<file path="config.mk">
export PLATFORM = sky130hd
export DESIGN_NAME = puds_steering
export DESIGN_NICKNAME = d
export VERILOG_FILES = /design/src/hdl/puds_pkg.sv /design/src/hdl/puds_buffer.sv /design/src/hdl/puds_steering.sv
export SDC_FILE = /design/constraint.sdc
export NUM_CORES = 1
export LEC_CHECK = 0
export BUFFER_PORTS_ARGS = -buffer_cell sky130_fd_sc_hd__buf_2
export CELL_PAD_IN_SITES_DETAIL_PLACEMENT = 0
export CELL_PAD_IN_SITES_GLOBAL_PLACEMENT = 1
export CORE_ASPECT_RATIO = 1.25
export CORE_UTILIZATION = 45
export CTS_CLUSTER_SIZE = 12
export DETAILED_ROUTE_END_ITERATION = 6
export GPL_ROUTABILITY_DRIVEN = 0
export PLACE_DENSITY_LB_ADDON = 0.1
export SLEW_MARGIN = 20
export SYNTH_ARGS = -nofsm -noshare
export SYNTH_HDL_FRONTEND = slang
export SYNTH_SLANG_ARGS = --single-unit
export TNS_END_PERCENT = 20
</file>
<file path="constraint.sdc">
create_clock -name clk -period 7.4 [get_ports clk]
set_input_delay 1.11 -clock clk [delete_from_list [all_inputs] [get_ports clk]]
set_output_delay 1.11 -clock clk [all_outputs]
set_load 0.01 [all_outputs]
</file>
<file path="src/hdl/puds_pkg.sv">
// Shared constants, register map and types of the PCI user data steering block
package puds_pkg;
   // Widths
   localparam int DATA_W      = 32;
   localparam int CMD_W       = 4;
   localparam int APB_AW      = 12;
   localparam int COUNT_W     = 16;
   localparam int REGION_LSB  = 12;
   localparam int BUF_DEPTH   = 2;
   localparam int NUM_REGIONS = 2;

   // Bus commands, decoded active high
   localparam logic [CMD_W-1:0] CMD_CFG_READ  = 4'ha;
   localparam int               CMD_WRITE_BIT = 0;

   // Register byte offsets
   localparam logic [APB_AW-1:0] REG_CTRL      = 12'h000;
   localparam logic [APB_AW-1:0] REG_INI_ADDR  = 12'h004;
   localparam logic [APB_AW-1:0] REG_INI_COUNT = 12'h008;
   localparam logic [APB_AW-1:0] REG_STATUS    = 12'h00c;
   localparam logic [APB_AW-1:0] REG_BASE0     = 12'h010;
   localparam logic [APB_AW-1:0] REG_BASE_STEP = 12'h004;

   // Field positions
   localparam int CTRL_TGT_EN_BIT    = 0;
   localparam int CTRL_INI_START_BIT = 1;
   localparam int STAT_TGT_DATA_BIT  = 0;
   localparam int STAT_INI_BUSY_BIT  = 1;
   localparam int STAT_BUF_FULL_BIT  = 2;
   localparam int STAT_BUF_VALID_BIT = 3;

   // Reset values and the count decrement step
   localparam logic [DATA_W-1:0]  WORD_RESET  = 32'h0000_0000;
   localparam logic [COUNT_W-1:0] COUNT_RESET = 16'h0000;
   localparam logic [COUNT_W-1:0] COUNT_ONE   = 16'h0001;

   // One sample of the bus pins
   typedef struct packed {
      logic              frameN;
      logic              irdyN;
      logic              trdyN;
      logic [CMD_W-1:0]  cbeN;
      logic [DATA_W-1:0] ad;
   } puds_pins_t;

   localparam puds_pins_t PINS_IDLE = '{frameN: 1'b1, irdyN: 1'b1, trdyN: 1'b1,
                                        cbeN: 4'hf, ad: 32'h0000_0000};

   typedef enum logic [1:0] {TGT_IDLE, TGT_ADDR, TGT_DATA} puds_tgt_state_t;
   typedef enum logic [1:0] {INI_IDLE, INI_ADDR, INI_DATA} puds_ini_state_t;
endpackage : puds_pkg

</file>
<file path="src/hdl/puds_buffer.sv">
// Small FIFO with valid/ready on both sides for captured words
`timescale 1ns/1ps
module puds_buffer #(
   parameter int WIDTH = 32,
   parameter int DEPTH = 2
) (
   // Clock and reset
   input  wire logic             clk,
   input  wire logic             sys_rst,
   // Fill side
   input  wire logic             inValid,
   output      logic             inReady,
   input  wire logic [WIDTH-1:0] inData,
   // Drain side
   output      logic             outValid,
   input  wire logic             outReady,
   output      logic [WIDTH-1:0] outData
);
   localparam int PW = (DEPTH > 1) ? $clog2(DEPTH) : 1;
   localparam int CW = $clog2(DEPTH + 1);
   localparam logic [PW-1:0] PTR_LAST = PW'(DEPTH - 1);
   localparam logic [CW-1:0] CNT_FULL = CW'(DEPTH);

   logic [WIDTH-1:0] mem_ff   [DEPTH];
   logic [WIDTH-1:0] nxt_mem  [DEPTH];
   logic [PW-1:0]    wrPtr_ff;
   logic [PW-1:0]    nxt_wrPtr;
   logic [PW-1:0]    rdPtr_ff;
   logic [PW-1:0]    nxt_rdPtr;
   logic [CW-1:0]    count_ff;
   logic [CW-1:0]    nxt_count;
   logic             push;
   logic             pop;

   assign inReady  = (count_ff != CNT_FULL);
   assign outValid = (count_ff != '0);
   assign outData  = mem_ff[rdPtr_ff];
   assign push     = inValid && inReady;
   assign pop      = outValid && outReady;

   genvar g;
   generate
      for (g = 0; g < DEPTH; g++) begin : g_entry
         always_comb begin
            nxt_mem[g] = (push && (wrPtr_ff == PW'(g))) ? inData : mem_ff[g];
         end
         always_ff @(posedge clk) begin
            mem_ff[g] <= nxt_mem[g];
         end
      end
   endgenerate

   always_comb begin
      nxt_wrPtr = wrPtr_ff;
      nxt_rdPtr = rdPtr_ff;
      nxt_count = count_ff;
      if (push) begin
         nxt_wrPtr = (wrPtr_ff == PTR_LAST) ? '0 : PW'(wrPtr_ff + 1'b1);
      end
      if (pop) begin
         nxt_rdPtr = (rdPtr_ff == PTR_LAST) ? '0 : PW'(rdPtr_ff + 1'b1);
      end
      if (push && !pop) begin
         nxt_count = CW'(count_ff + 1'b1);
      end else if (pop && !push) begin
         nxt_count = CW'(count_ff - 1'b1);
      end
   end

   always_ff @(posedge clk) begin
      if (sys_rst) begin
         wrPtr_ff <= '0;
         rdPtr_ff <= '0;
         count_ff <= '0;
      end else begin
         wrPtr_ff <= nxt_wrPtr;
         rdPtr_ff <= nxt_rdPtr;
         count_ff <= nxt_count;
      end
   end
endmodule : puds_buffer

</file>
<file path="src/hdl/puds_steering.sv">
// Core-side data steering: target and initiator data states, strobe and data paths
`timescale 1ns/1ps
// Summary of operation
// - Region match pulses exactly one cycle
// - Target direction high write, held per transaction
// - Target data flag follows data state
// - Write data stable while strobe high
// - Strobe needs both ready signals
// - User-enabled bus data driven to pins in non-config target reads and initiator writes
// - Initiator data flag follows data state
// - Strobe needs readies low and data state
module puds_steering
   import puds_pkg::*;
#(
   parameter int NREG = puds_pkg::NUM_REGIONS
) (
   // Clock and reset
   input  wire logic                          clk,
   input  wire logic                          sys_rst,
   // APB slave
   input  wire logic                          psel,
   input  wire logic                          penable,
   input  wire logic                          pwrite,
   input  wire logic [puds_pkg::APB_AW-1:0]   paddr,
   input  wire logic [puds_pkg::DATA_W-1:0]   pwdata,
   output      logic [puds_pkg::DATA_W-1:0]   prdata,
   output      logic                          pready,
   output      logic                          pslverr,
   // Bus pins
   input  wire logic                          pciFrameN,
   input  wire logic                          pciIrdyN,
   input  wire logic                          pciTrdyN,
   input  wire logic [puds_pkg::CMD_W-1:0]    pciCbeN,
   input  wire logic [puds_pkg::DATA_W-1:0]   pciAdIn,
   output      logic [puds_pkg::DATA_W-1:0]   pciAdOut,
   output      logic                          pciAdOe,
   output      logic                          pciFrameOutN,
   output      logic                          pciWaitReq,
   // Target flags to user logic
   output      logic [NREG-1:0]               regionMatchPulse,
   output      logic                          targetWriteDir,
   output      logic                          targetDataState,
   output      logic                          configReadCmdLine,
   output      logic                          addrPhaseValid,
   // Initiator flags
   input  wire logic                          initiatorWriteDir,
   output      logic                          initiatorAddrPhase,
   output      logic                          initiatorDataState,
   // Shared data
   output      logic                          transferDoneStrobe,
   output      logic [puds_pkg::DATA_W-1:0]   internalSharedBus,
   input  wire logic [puds_pkg::DATA_W-1:0]   userBusData,
   input  wire logic                          userBusOeN,
   // Captured word stream
   output      logic [puds_pkg::DATA_W-1:0]   captureData,
   output      logic                          captureValid,
   input  wire logic                          captureReady
);
   import puds_pkg::*;

   puds_pins_t        pinS1_ff, pinS2_ff, pinsIn;
   logic              framePrev_ff;
   puds_tgt_state_t   tgt_ff, nxt_tgt;
   puds_ini_state_t   ini_ff, nxt_ini;
   logic [DATA_W-1:0] tgtAddr_ff, nxt_tgtAddr;
   logic [CMD_W-1:0]  tgtCmd_ff, nxt_tgtCmd;
   logic [NREG-1:0]   match_ff, nxt_match, hit;
   logic [COUNT_W-1:0] iniLeft_ff, nxt_iniLeft;
   logic [DATA_W-1:0] adOut_ff, nxt_adOut;
   logic              adOe_ff, nxt_adOe;
   logic              ctrlTgtEn_ff, nxt_ctrlTgtEn;
   logic              iniStart_ff, nxt_iniStart;
   logic [DATA_W-1:0] iniAddr_ff, nxt_iniAddr;
   logic [COUNT_W-1:0] iniCount_ff, nxt_iniCount;
   logic [DATA_W-1:0] base_ff [NREG];
   logic [DATA_W-1:0] nxt_base [NREG];
   logic [DATA_W-1:0] prdata_ff, nxt_prdata;
   logic              slverr_ff, nxt_slverr;
   logic              frameFall, strobe, capturePush, bufInReady, supplying;
   logic              apbWrite, apbSetup;
   logic [DATA_W-1:0] status;

   // Every pin passes two flops before any logic looks at it
   assign pinsIn = '{frameN: pciFrameN, irdyN: pciIrdyN, trdyN: pciTrdyN,
                     cbeN: pciCbeN, ad: pciAdIn};

   always_ff @(posedge clk) begin
      if (sys_rst) begin
         pinS1_ff     <= PINS_IDLE;
         pinS2_ff     <= PINS_IDLE;
         framePrev_ff <= 1'b1;
      end else begin
         pinS1_ff     <= pinsIn;
         pinS2_ff     <= pinS1_ff;
         framePrev_ff <= pinS2_ff.frameN;
      end
   end

   assign frameFall = framePrev_ff && !pinS2_ff.frameN;
   assign strobe = !pinS2_ff.irdyN && !pinS2_ff.trdyN
                   && ((tgt_ff == TGT_DATA) || (ini_ff == INI_DATA));

   genvar g;
   generate
      for (g = 0; g < NREG; g++) begin : g_region
         assign hit[g] = ctrlTgtEn_ff && (tgt_ff == TGT_ADDR)
                         && (tgtAddr_ff[DATA_W-1:REGION_LSB] == base_ff[g][DATA_W-1:REGION_LSB]);
      end
   endgenerate

   // Target state machine and address-phase latch
   always_comb begin
      nxt_tgt     = tgt_ff;
      nxt_tgtAddr = tgtAddr_ff;
      nxt_tgtCmd  = tgtCmd_ff;
      nxt_match   = '0;
      case (tgt_ff)
         TGT_IDLE: begin
            if (frameFall) begin
               nxt_tgt     = TGT_ADDR;
               nxt_tgtAddr = pinS2_ff.ad;
               nxt_tgtCmd  = ~pinS2_ff.cbeN;
            end
         end
         TGT_ADDR: begin
            nxt_match = hit;
            nxt_tgt   = (|hit) ? TGT_DATA : TGT_IDLE;
         end
         TGT_DATA: begin
            // Last phase completes, or the master left without a transfer
            if (pinS2_ff.frameN && (strobe || pinS2_ff.irdyN)) begin
               nxt_tgt = TGT_IDLE;
            end
         end
         default: nxt_tgt = TGT_IDLE;
      endcase
   end

   // Initiator state machine, counts completed phases
   always_comb begin
      nxt_ini     = ini_ff;
      nxt_iniLeft = iniLeft_ff;
      case (ini_ff)
         INI_IDLE: begin
            if (iniStart_ff && (iniCount_ff != COUNT_RESET)) begin
               nxt_ini     = INI_ADDR;
               nxt_iniLeft = iniCount_ff;
            end
         end
         INI_ADDR: nxt_ini = INI_DATA;
         INI_DATA: begin
            if (strobe) begin
               nxt_iniLeft = COUNT_W'(iniLeft_ff - COUNT_ONE);
               if (iniLeft_ff == COUNT_ONE) begin
                  nxt_ini = INI_IDLE;
               end
            end
         end
         default: nxt_ini = INI_IDLE;
      endcase
   end

   // Outgoing data: address in address phase, else what the user enabled
   assign supplying = ((tgt_ff == TGT_DATA) && !tgtCmd_ff[CMD_WRITE_BIT]
                       && (tgtCmd_ff != CMD_CFG_READ))
                      || ((ini_ff == INI_DATA) && initiatorWriteDir);

   always_comb begin
      nxt_adOut = (ini_ff == INI_ADDR) ? iniAddr_ff : userBusData;
      nxt_adOe  = (ini_ff == INI_ADDR) || (!userBusOeN && supplying);
   end

   always_ff @(posedge clk) begin
      if (sys_rst) begin
         tgt_ff     <= TGT_IDLE;
         ini_ff     <= INI_IDLE;
         tgtAddr_ff <= WORD_RESET;
         tgtCmd_ff  <= '0;
         match_ff   <= '0;
         iniLeft_ff <= COUNT_RESET;
         adOut_ff   <= WORD_RESET;
         adOe_ff    <= 1'b0;
      end else begin
         tgt_ff     <= nxt_tgt;
         ini_ff     <= nxt_ini;
         tgtAddr_ff <= nxt_tgtAddr;
         tgtCmd_ff  <= nxt_tgtCmd;
         match_ff   <= nxt_match;
         iniLeft_ff <= nxt_iniLeft;
         adOut_ff   <= nxt_adOut;
         adOe_ff    <= nxt_adOe;
      end
   end

   // Words taken from the bus go into the buffer; a full buffer asks for wait states
   assign capturePush = strobe && (((tgt_ff == TGT_DATA) && tgtCmd_ff[CMD_WRITE_BIT])
                                   || ((ini_ff == INI_DATA) && !initiatorWriteDir));

   puds_buffer #(
      .WIDTH (DATA_W),
      .DEPTH (BUF_DEPTH)
   ) u_capture (
      .clk      (clk),
      .sys_rst  (sys_rst),
      .inValid  (capturePush),
      .inReady  (bufInReady),
      .inData   (pinS2_ff.ad),
      .outValid (captureValid),
      .outReady (captureReady),
      .outData  (captureData)
   );

   // APB register file, zero wait states
   assign apbWrite = psel && penable && pwrite;
   assign apbSetup = psel && !penable;

   always_comb begin
      status = WORD_RESET;
      status[STAT_TGT_DATA_BIT]  = (tgt_ff == TGT_DATA);
      status[STAT_INI_BUSY_BIT]  = (ini_ff != INI_IDLE);
      status[STAT_BUF_FULL_BIT]  = !bufInReady;
      status[STAT_BUF_VALID_BIT] = captureValid;
   end

   always_comb begin
      nxt_ctrlTgtEn = ctrlTgtEn_ff;
      nxt_iniStart  = 1'b0;
      nxt_iniAddr   = iniAddr_ff;
      nxt_iniCount  = iniCount_ff;
      nxt_prdata    = prdata_ff;
      nxt_slverr    = slverr_ff;
      for (int i = 0; i < NREG; i++) begin
         nxt_base[i] = base_ff[i];
      end
      if (apbWrite) begin
         case (paddr)
            REG_CTRL: begin
               nxt_ctrlTgtEn = pwdata[CTRL_TGT_EN_BIT];
               nxt_iniStart  = pwdata[CTRL_INI_START_BIT];
            end
            REG_INI_ADDR:  nxt_iniAddr  = pwdata;
            REG_INI_COUNT: nxt_iniCount = pwdata[COUNT_W-1:0];
            default: ;
         endcase
         for (int i = 0; i < NREG; i++) begin
            if (paddr == APB_AW'(REG_BASE0 + REG_BASE_STEP * i)) begin
               nxt_base[i] = pwdata;
            end
         end
      end
      // Read data and error are prepared in the setup cycle
      if (apbSetup) begin
         nxt_prdata = WORD_RESET;
         nxt_slverr = 1'b0;
         case (paddr)
            REG_CTRL:      nxt_prdata[CTRL_TGT_EN_BIT] = ctrlTgtEn_ff;
            REG_INI_ADDR:  nxt_prdata = iniAddr_ff;
            REG_INI_COUNT: nxt_prdata[COUNT_W-1:0] = iniCount_ff;
            REG_STATUS:    nxt_prdata = status;
            default:       nxt_slverr = 1'b1;
         endcase
         for (int i = 0; i < NREG; i++) begin
            if (paddr == APB_AW'(REG_BASE0 + REG_BASE_STEP * i)) begin
               nxt_prdata = base_ff[i];
               nxt_slverr = 1'b0;
            end
         end
      end
   end

   always_ff @(posedge clk) begin
      if (sys_rst) begin
         ctrlTgtEn_ff <= 1'b0;
         iniStart_ff  <= 1'b0;
         iniAddr_ff   <= WORD_RESET;
         iniCount_ff  <= COUNT_RESET;
         prdata_ff    <= WORD_RESET;
         slverr_ff    <= 1'b0;
         for (int i = 0; i < NREG; i++) begin
            base_ff[i] <= WORD_RESET;
         end
      end else begin
         ctrlTgtEn_ff <= nxt_ctrlTgtEn;
         iniStart_ff  <= nxt_iniStart;
         iniAddr_ff   <= nxt_iniAddr;
         iniCount_ff  <= nxt_iniCount;
         prdata_ff    <= nxt_prdata;
         slverr_ff    <= nxt_slverr;
         for (int i = 0; i < NREG; i++) begin
            base_ff[i] <= nxt_base[i];
         end
      end
   end

   // Outputs
   assign prdata             = prdata_ff;
   assign pready             = 1'b1;
   assign pslverr            = slverr_ff && psel && penable;
   assign pciAdOut           = adOut_ff;
   assign pciAdOe            = adOe_ff;
   assign pciFrameOutN       = (ini_ff == INI_IDLE);
   assign pciWaitReq         = !bufInReady;
   assign regionMatchPulse   = match_ff;
   assign targetWriteDir     = tgtCmd_ff[CMD_WRITE_BIT];
   assign targetDataState    = (tgt_ff == TGT_DATA);
   assign configReadCmdLine  = (tgtCmd_ff == CMD_CFG_READ);
   assign addrPhaseValid     = frameFall;
   assign initiatorAddrPhase = (ini_ff == INI_ADDR);
   assign initiatorDataState = (ini_ff == INI_DATA);
   assign transferDoneStrobe = strobe;
   // Same pipeline stage as the strobe, so data holds while it is high
   assign internalSharedBus  = pinS2_ff.ad;
endmodule : puds_steering

</file>
* Word-level counts from Yosys, hierarchy flattened
Memories as Yosys holds them, arrays and structs flattened. A register that Yosys moved wholly into a read port is not among the register bits. Index checks and enable logic that the tools add are counted.
Storage, ports and cells: register bits after elaboration 257, bits in writable memories 128, output and inout bits 143, logic and storage cells 164, memories kept 2
Cells by class: add/sub/neg operators 5, equality and inequality tests 22, multiplexer cells 39, bitwise operators 7, reductions and logical operators 61
Memories:
- base_ff | words 2, bits a word 32, rd ports 2, clocked after memory_dff 0, wr ports 2, line puds_steering.sv:75 | logic [DATA_W-1:0] base_ff [NREG];
- u_capture.mem_ff | words 2, bits a word 32, rd ports 1, clocked after memory_dff 1, wr ports 1, line puds_buffer.sv:24 | logic [WIDTH-1:0] mem_ff [DEPTH];
Operators by type and width (number):
- two-way mux 32 bit | 10
- two-way mux 64 bit | 1
- two-way mux 16 bit | 3
- one-hot mux 15 bit (3 select lines) | 1
- == test 20 bit | 2
- one-hot mux 16 bit (2 select lines) | 1
- OR reduction 32 bit | 1
- logical AND 1 bit | 26
- == test 12 x 4 -> 1 bit, second input constant | 2
- == test 12 x 5 -> 1 bit, second input constant | 2
- == test 16 x 1 -> 1 bit, second input constant | 1
- two-way mux 2 bit | 8
- nonzero test 16 bit | 1
- subtractor 16 x 1 -> 16 bit, second input constant | 1
- == test 12 x 3 -> 1 bit, second input constant | 1
- zero test 12 bit | 1
- two-way mux 1 bit | 12
- one-hot mux 2 bit (3 select lines) | 2
- zero test 1 bit | 10
- AND reduction 2 bit | 5
- inequality test 2 x 1 -> 1 bit, second input constant | 4
- nonzero test 2 bit | 4
- AND reduction 3 bit | 2
- logical OR 1 bit | 5
- other kinds (17) | 28

* Logic depth before layout (Yosys ltp)
Gate-level depths: netlist of the first run.
depth after elaboration 9, depth in mapped cells 8

* Hierarchy
From an unflattened synthesis of the first run, not the netlist that was laid out.
Unflattened totals: cells, all modules 1594, area, all modules 14614.0 sq um
By module, submodules not included:
- puds_steering | times used 1, cells each 1470, area each 12089.1 sq um
- puds_buffer | times used 1, cells each 124, area each 2524.9 sq um

* Worst setup path before layout of the first run
No wires, ideal clock.
path kind input-to-reg, from input port initiatorWriteDir, to memory u_capture.mem_ff[0][0], enable pin, data arrival time 2.892 ns, required time 6.975 ns, slack 4.084 ns, cell stages on the path 3, path through o2bb2ai_1 -> and2_1 -> nor2b_1
Between the ends: cells in the longest elaborated chain, start to end 9, elaborated cells between the ends (all ways) 12, those cells by class 2 x eq/ne; 2 x mux; 8 x reduce/logical
Ends and longest elaborated chain:
- start: declaration | line puds_steering.sv:46 | input wire logic initiatorWriteDir,
- zero test 1 bit * | line puds_steering.sv:197 | || ((ini_ff == INI_DATA) && !initiatorWriteDir));
- logical AND 1 bit * | line puds_steering.sv:197
- logical OR 1 bit * | line puds_steering.sv:197
- logical AND 1 bit * | line puds_steering.sv:196 | assign capturePush = strobe && (((tgt_ff == TGT_DATA) && tgtCmd_ff[CMD_WRITE_BIT])
- logical AND 1 bit * | line puds_buffer.sv:38 | assign push = inValid && inReady;
- net u_capture.push | line puds_buffer.sv:32 | logic push;
- logical AND 1 bit | line puds_buffer.sv:45 | nxt_mem[g] = (push && (wrPtr_ff == PW'(g))) ? inData : mem_ff[g];
- inequality test 1 bit (no line)
- OR reduction 32 bit (no line)
- two-way mux 1 bit (no line)
- end: declaration | line puds_buffer.sv:24
The timed path passes the listed nets; every way through them passes the cells marked *.

* Worst setup path after layout of the first run
from register ini_ff[1], to output port initiatorDataState
Between the ends: cells in the longest elaborated chain, start to end 1
Ends and longest elaborated chain:
- start: declaration | line puds_steering.sv:64 | puds_ini_state_t ini_ff, nxt_ini;
- start signal: assignment | line puds_steering.sv:185 | ini_ff <= nxt_ini;
- == test 2 bit | line puds_steering.sv:309 | assign initiatorDataState = (ini_ff == INI_DATA);
- end: declaration | line puds_steering.sv:48 | output logic initiatorDataState,
No other way between the ends.

==> results.yml, run 1 <==
outcome:
  outcome: "finished clean"
worst_setup_path:
  critical_path_class: "flip-flop to primary output"
  timing.rr.end: "u_capture.mem_ff[0][26]"
  end_kind: "primary output"
  worstReg2RegStart: "ini_ff[1]"
  rr_worst_depth: 4
  path_max_fanout: 26
  cp.required_ns: 6.29
  cp-start-kind: "flip-flop"
  cp.arrival_ns: 2.69
  reg2reg_setup_slack_ns: 4.17
logic_synthesis:
  synthMuxAreaShare_pct: 4.01
  syn_nets: 1677
  synth-main-ff-cell: "dfxtp_1"
  synth_compound_area_share_pct: 13.3
  synthSimpleGateAreaFrac_pct: 19.4
  synth_top_family_by_area: "simple AND/OR/NAND/NOR gates"
  syn_avg_cell_area_um2: 9.41
  ys_warn_count: 0
  async_flop_share_pct: 0
  synth_area_um2: 14600
  synth_cells: 1551
  synth_xor_area_share_pct: 2.64
  synth_fa_ha_area_share_pct: 0.257
  synth.distinct_cells: 59
  synth_edf_count: 64
  seq_area_frac_synth_pct: 55.7
  synth_seq_cells: 374
drt:
  drt_wl_total_um: 41200
  wl_met3_um: 2310
  drt-met1-wl_um: 17200
  avgViaCountPerCell: 5.22
  num_vias: 11362
  wire_per_inst_um: 18.9
  top_layer: "met4"
  drc: 0
  drtIter0Drc: 743
  ant_nets: 0
  route.met2.wl_um: 20200
  dr.pass1.iters: 7
layout:
  fill_cells: 3021
  syn2layout_area_growth_pct: 17.3
  drive_gt1_share_pct: 23.7
  fin_nets: 1860
worst_hold_path:
  min_path_type: "flip-flop to flip-flop"
  hold_path_startpoint: "pinS1_ff[32]"
  whs_endpoint: "pinS2_ff[32]"
  holdPathStages: 1
sta:
  post-route-min-period_ns: 3.80
  finalCritPeriodShare_pct: 51.4
  worstMarginPinSlew_ns: 1.12
  setup_violations: 0
  tns_ns: 0
  finalHoldViolCount: 0
  max_freq_mhz: 263
  drv_slew: 0
  rsz0062_at_grt: "false"
  maxSlewHeadroom_pct: 25.4
  fin_skew_ns: 0.00956
  fin_ws_ns: 3.60
die:
  die_x_um: 163
  fp.coreArea_um2: 31900
  placementRows: 73
  die_height_um: 203
  start_util_pct: 45.8
  pin_count: 266
  dieArea_um2: 33100
power_and_ir_drop:
  p_leak_nw: 6.70
  ir_drop_mv: 0.171
  design_power_total_mw: 4.15
  power_density_nw_per_um2: 243
cts:
  cts_buffers: 39
  cts_root_buf: "clkbuf_16"
  cts_tree: "done"
  cts.repair.resized: 0
  clk-insertion-delay-late_ns: 0.53
  htree_levels: 2
  postCtsHoldBufs: 0
  clock-sinks: 374
  cts_setup_buffers: 0
  cts_buffer_depth: 3
  clk_pin_slew_worst_paths_ns: 0.06
global_routing:
  track_usage_pct: 24.6
  antenna_found_initial: 2
  grt_max_degree: 132
  grt_pass1_wl_um: 62700
  grt_overflow: 0
  grt_pass1_vias: 10823
placement:
  pre_cts_ws_ns: 3.35
  hpwl_um: 28300
  port_buffers: 264
run:
  max_cap_violations: 0
==> worst max path at each step <==
stage          cells past startpoint                endpoint              start
6_report                           3      initiatorDataState          ini_ff[1]
5_1_grt                            3      initiatorDataState          ini_ff[1]
3_3_place_gp                       7          base_ff[0][19]           paddr[4]
3_5_place_dp                       7          base_ff[0][26]           paddr[4]
4_1_cts                            3      initiatorDataState          ini_ff[1]
2_1_floorplan                      3  u_capture.mem_ff[0][0]  initiatorWriteDir
==> critical path: stages, from the launching register on <==
cell	delay (ns)
dfxtp_1	0.68
nand2b_1	0.63
inv_1	0.62
buf_2	0.23
==> where the power goes <==
| part | total (mW) | internal (mW) | switching (mW) |
|---|---|---|---|
| Clock | 1.82 | 1.04 | 0.784 |
| Combinational | 0.209 | 0.0830 | 0.126 |
| Sequential | 2.12 | 2.10 | 0.0161 |
==> per-layer routing <==
| metal | global-route usage [%] | vias to the layer above |
|---|---|---|
| met5 | 0 | - |
| met4 | 10.6 | 0 |
| met3 | 3.93 | 69 |
| met2 | 41.9 | 322 |
| met1 | 30.6 | 5348 |
| li1 | - | 5623 |
==> state kept, by name, indices dropped and copies added, names as in the netlist, 2 cells and up, named ones only <==
signal and count:
tgtCmd_ff 4, u_capture.count_ff 2, pciAdOut 32, iniLeft_ff 16
pinS2_ff 7, tgtAddr_ff 20, ini_ff 2, internalSharedBus 32
tgt_ff 2, regionMatchPulse 2, pinS1_ff 39, u_capture.mem_ff 64
prdata 32, iniAddr_ff 32, iniCount_ff 16, base_ff 64
==> synth_stat cells, types with 19 or more instances <==
library cell | count | area, um^2
nand2_1 | 352 | 1320
dfxtp_1 | 310 | 6210
a21oi_1 | 197 | 986
clkbuf_1 | 81 | 304
nor2b_1 | 74 | 463
edfxtp_1 | 64 | 1920
nor2_1 | 61 | 229
mux2_2 | 52 | 586
buf_4 | 33 | 248
xor2_1 | 24 | 210
o21ai_0 | 21 | 105
or2_2 | 20 | 125
xnor2_1 | 20 | 175
a22o_1 | 19 | 166
a22oi_1 | 19 | 143
==> cell type report <==
type	instances	area, um^2	area share, %
Sequential cell	374	8130	47.5
Multi-Input combinational cell	1034	5830	34.1
Timing Repair Buffer	278	1440	8.39
Clock buffer	60	1120	6.52
Tap cell	412	515	3.01
Clock inverter	8	56.3	0.329
Inverter	7	26.3	0.154
Antenna cell	2	5.00	0.0293
==> stage by stage <==
step / hold slack, ns / cell area (um^2) / util [%] / instances
4_1_cts: 0.396 / 17100 / 53.6 / 2173
3_3_place_gp: 0.392 / 15900 / 50.0 / 2105
6_report: 0.404 / 17100 / 53.7 / 2175
3_5_place_dp: 0.396 / 15900 / 50.0 / 2105
2_1_floorplan: 0.389 / 14600 / - / 1551
5_1_grt: 0.412 / 17100 / 53.7 / 2175
==> cell families after synthesis <==
logic type	count (synthesis)
buffers and inverters	143
DFF	374
and+or+nand+nor	611
xor gates and xnor gates	44
muxes	52
adders and majority gates	3
AOI/OAI and AO/OA	323
other	1
==> cells in the final DEF, fill, tap and decap left out, types with 9 or more instances in the layout <==
cell	Yosys	final
a221oi_1	9	9
o21a_1	12	12
o21ai_0	21	21
clkbuf_1	81	16
buf_4	33	14
dfxtp_1	310	310
a21oi_1	197	197
buf_2	11	263
nor3_1	15	14
nand2_1	352	352
nor4_1	13	13
mux2_2	52	52
a22o_1	19	19
nand2b_1	14	14
clkbuf_16	0	40
xor2_1	24	24
edfxtp_1	64	64
nor2_1	61	61
a22oi_1	19	19
or2_2	20	20
nor2b_1	74	72
nand3_1	14	12
xnor2_1	20	20
nand4_1	9	9
Note: power is estimated with default switching activity, not from simulation.
==> run 2, diff against run 1 <==
--- a/config.mk
+++ b/config.mk
@@ -5,11 +5,12 @@
 export SDC_FILE = /design/constraint.sdc
 export NUM_CORES = 1
 export LEC_CHECK = 0
+export ABC_AREA = 1
 export BUFFER_PORTS_ARGS = -buffer_cell sky130_fd_sc_hd__buf_2
 export CELL_PAD_IN_SITES_DETAIL_PLACEMENT = 0
 export CELL_PAD_IN_SITES_GLOBAL_PLACEMENT = 1
 export CORE_ASPECT_RATIO = 1.25
-export CORE_UTILIZATION = 45
+export CORE_UTILIZATION = 41
 export CTS_CLUSTER_SIZE = 12
 export DETAILED_ROUTE_END_ITERATION = 6
 export GPL_ROUTABILITY_DRIVEN = 0
==> constraint.sdc (replaced) <==
create_clock -name clk -period 3.6 [get_ports clk]
set_input_delay 0.54 -clock clk [delete_from_list [all_inputs] [get_ports clk]]
set_output_delay 0.54 -clock clk [all_outputs]
set_load 0.01 [all_outputs]
==> run 2 against run 1 <==
Compared with the run above:
- via count is 4.9% higher
- count of clock-buffer cells in the layout is 4 higher
- clock power increased by 120%
- design area increased by 2.6%
- non-clock buffer count increased by 3
- critical path type unchanged
- combinational power is 140% higher
- critical path depth unchanged
- routed wire length grew 1.6%
==> results.yml, run 2 <==
outcome:
  outcome: "finished clean"
logic_synthesis:
  synth_compound_area_share_pct: 16.3
  async_flop_share_pct: 0
  synth_fa_ha_area_share_pct: 0.253
  synth_top_family_by_area: "compound AO/OA/AOI/OAI gates"
  synth_edf_count: 64
  synth.area.top_cells: "dfxtp_1 (42%), edfxtp_1 (13%), o21ai_0 (7.6%)"
  yosys.area.top_type: "dfxtp_1"
  yosys-top-cells-count: "dfxtp_1 (310), o21ai_0 (226), inv_1 (224), a21oi_1 (199), nand2_1 (198)"
  synth_xor_area_share_pct: 1.48
  synthSimpleGateAreaFrac_pct: 14.4
  synth_cells: 1745
  synth.distinct_cells: 43
  ys_warn_count: 0
  synth-main-ff-cell: "dfxtp_1"
  syn_avg_cell_area_um2: 8.51
  synth.most_common_cell: "dfxtp_1"
  syn_nets: 1871
  synthMuxAreaShare_pct: 2.43
  synth_area_um2: 14800
  synth.top_cell.area_share_pct: 41.8
  seq_area_frac_synth_pct: 54.8
  synth_seq_cells: 374
worst_setup_path:
  path_buf_inv: 2
  worstReg2RegStart: "ini_ff[1]"
  worstPathCellList: "inv_1, nor2_4, buf_2"
  cp-start-kind: "flip-flop"
  rr_worst_depth: 4
  crit_family: "simple AND/OR/NAND/NOR gates"
  cp.required_ns: 3.06
  end_kind: "primary output"
  cpMaxStageDelayCell: "nor2_4"
  cp.arrival_ns: 1.93
  critical_path_class: "flip-flop to primary output"
  reg2reg_setup_slack_ns: 1.33
  timing.rr.end: "u_capture.mem_ff[0][19]"
  path_max_fanout: 41
  critical-path-max-stage-delay_ns: 0.67
run:
  max_cap_violations: 0
die:
  fp.coreArea_um2: 35600
  placementRows: 77
  pin_count: 266
  dieArea_um2: 37000
  die_height_um: 215
  die_x_um: 172
  start_util_pct: 41.7
cts:
  clk_pin_slew_worst_paths_ns: 0.06
  cts_setup_buffers: 0
  cts_buffer_depth: 3
  htree_levels: 2
  clk-insertion-delay-late_ns: 0.55
  postCtsHoldBufs: 0
  clock-sinks: 374
  cts_tree: "done"
  cts.repair.resized: 0
  cts_root_buf: "clkbuf_16"
  cts_buffers: 40
drt:
  dr.pass1.iters: 5
  drc: 0
  num_vias: 11920
  avgViaCountPerCell: 4.87
  ant_nets: 0
  wire_per_inst_um: 17.1
  drtIter0Drc: 650
  drt_wl_total_um: 41900
sta:
  drv_slew: 0
  rsz0062_at_grt: "false"
  finalHoldViolCount: 0
  maxSlewHeadroom_pct: 34.3
  setup_violations: 0
  tns_ns: 0
  worstMarginPinSlew_ns: 0.983
  post-route-min-period_ns: 2.47
  fin_skew_ns: 0.0167
  finalCritPeriodShare_pct: 68.6
  max_freq_mhz: 405
global_routing:
  antenna_found_initial: 0
  grt_pass1_wl_um: 63900
  grt_overflow: 0
  grt_max_degree: 76
  track_usage_pct: 22.7
  grt_pass1_vias: 11466
worst_hold_path:
  hold_path_startpoint: "pciCbeN[2]"
  min_path_type: "input port to flip-flop"
  whs_endpoint: "pinS1_ff[34]"
  holdPathStages: 2
placement:
  placed_cell_area_um2: 16300
  hpwl_um: 30200
  port_buffers: 264
layout:
  fin_nets: 2069
  syn2layout_area_growth_pct: 18.3
  drive_gt1_share_pct: 21.5
  postLayoutCoreUtil_pct: 49.4
  layout_commonest_cell: "dfxtp_1"
  reg_top3: "base_ff (64), u_capture.mem_ff (64), pinS1_ff (39)"
  final_cell_mix: "dfxtp_1 (310), buf_2 (263), o21ai_0 (226), inv_1 (223), a21oi_1 (199)"
  antenna_cells: 0
  fill_cells: 3549
  design_area_um2: 17600
power_and_ir_drop:
  ir_drop_mv: 0.311
  netSwitchingPower_mw: 2.02
  p_int_mw: 6.93
  p_sw_share_pct: 22.5
  power_density_nw_per_um2: 510
  clkPwrFrac_pct: 45.4
  p_comb_share_pct: 5.7
  p_seq_share_pct: 48.9
  p_leak_nw: 7.40
[run 2: changes by cell type after synthesis, moves of 14 or more]
cell / previous run / this run
clkbuf_1: 81 / 67
nor2b_1: 74 / 0
inv_1: 7 / 224
nor2_1: 61 / 164
o21ai_0: 21 / 226
mux2_2: 52 / 32
nand3_1: 14 / 56
xor2_1: 24 / 9
a22o_1: 19 / 0
nand2b_1: 14 / 0
o22ai_1: 0 / 14
a22oi_1: 19 / 0
nand2_1: 352 / 198
[run 2: layout make-up]
| class | instances | area, um^2 | area share, % |
|---|---|---|---|
| flip-flops and latches | 374 | 8130 | 46.3 |
| multi-input cells | 1014 | 5200 | 29.6 |
| repair buffers | 281 | 1480 | 8.41 |
| clock buffers | 64 | 1180 | 6.73 |
| inverters | 232 | 873 | 4.97 |
| well taps | 474 | 593 | 3.38 |
| clock inverters | 9 | 104 | 0.592 |
[run 2: cell families after synthesis]
| logic type | count (synthesis) |
|---|---|
| fa+ha+maj | 3 |
| compound gates | 471 |
| mux | 32 |
| buf+inv | 357 |
| xor+xnor | 25 |
| simple gates | 482 |
| other cells | 1 |
| flops | 374 |
[run 2: power groups by stage]
stage	sequential (mW)	clock [mW]	combinational (mW)
6_report	4.38	4.06	0.511
5_1_grt	4.38	4.31	0.572
4_1_cts	4.38	4.16	0.520
3_5_place_dp	4.47	0	0.517
3_3_place_gp	4.47	0	0.514
2_1_floorplan	4.46	0	0.299
[run 2: how the worst max path moves through the flow]
| stage | from | endpoint | slack [ns] | cells after the start |
|---|---|---|---|---|
| 3_5_place_dp | paddr[0] | base_ff[0][57] | 1.03 | 12 |
| 5_1_grt | ini_ff[0] | initiatorAddrPhase | 1.00 | 3 |
| 2_1_floorplan | ini_ff[0] | u_capture.mem_ff[1][0] | 0.81 | 5 |
| 6_report | ini_ff[0] | initiatorAddrPhase | 1.13 | 3 |
| 3_3_place_gp | paddr[0] | base_ff[0][55] | 1.09 | 12 |
| 4_1_cts | ini_ff[0] | initiatorAddrPhase | 1.08 | 3 |
[run 2: metal layers]
layer / routed length (um) / GRT usage, % / vias up
li1: - / - / 6035
met1: 16700 / 26.0 / 5517
met2: 21900 / 41.7 / 294
met3: 1940 / 3.41 / 74
met4: 1330 / 8.44 / 0
met5: 0 / 0 / -
[run 2: stage by stage]
stage / total power, mW / instances / hold slack [ns] / setup WS [ns]
floorplan: 4.76 / 1745 / 0.383 / 0.806
global placement: 4.98 / 2375 / 0.388 / 1.09
detailed placement: 4.99 / 2375 / 0.390 / 1.03
CTS: 9.06 / 2448 / 0.166 / 1.08
global route: 9.27 / 2448 / 0.170 / 1.00
finish: 8.95 / 2448 / 0.186 / 1.13
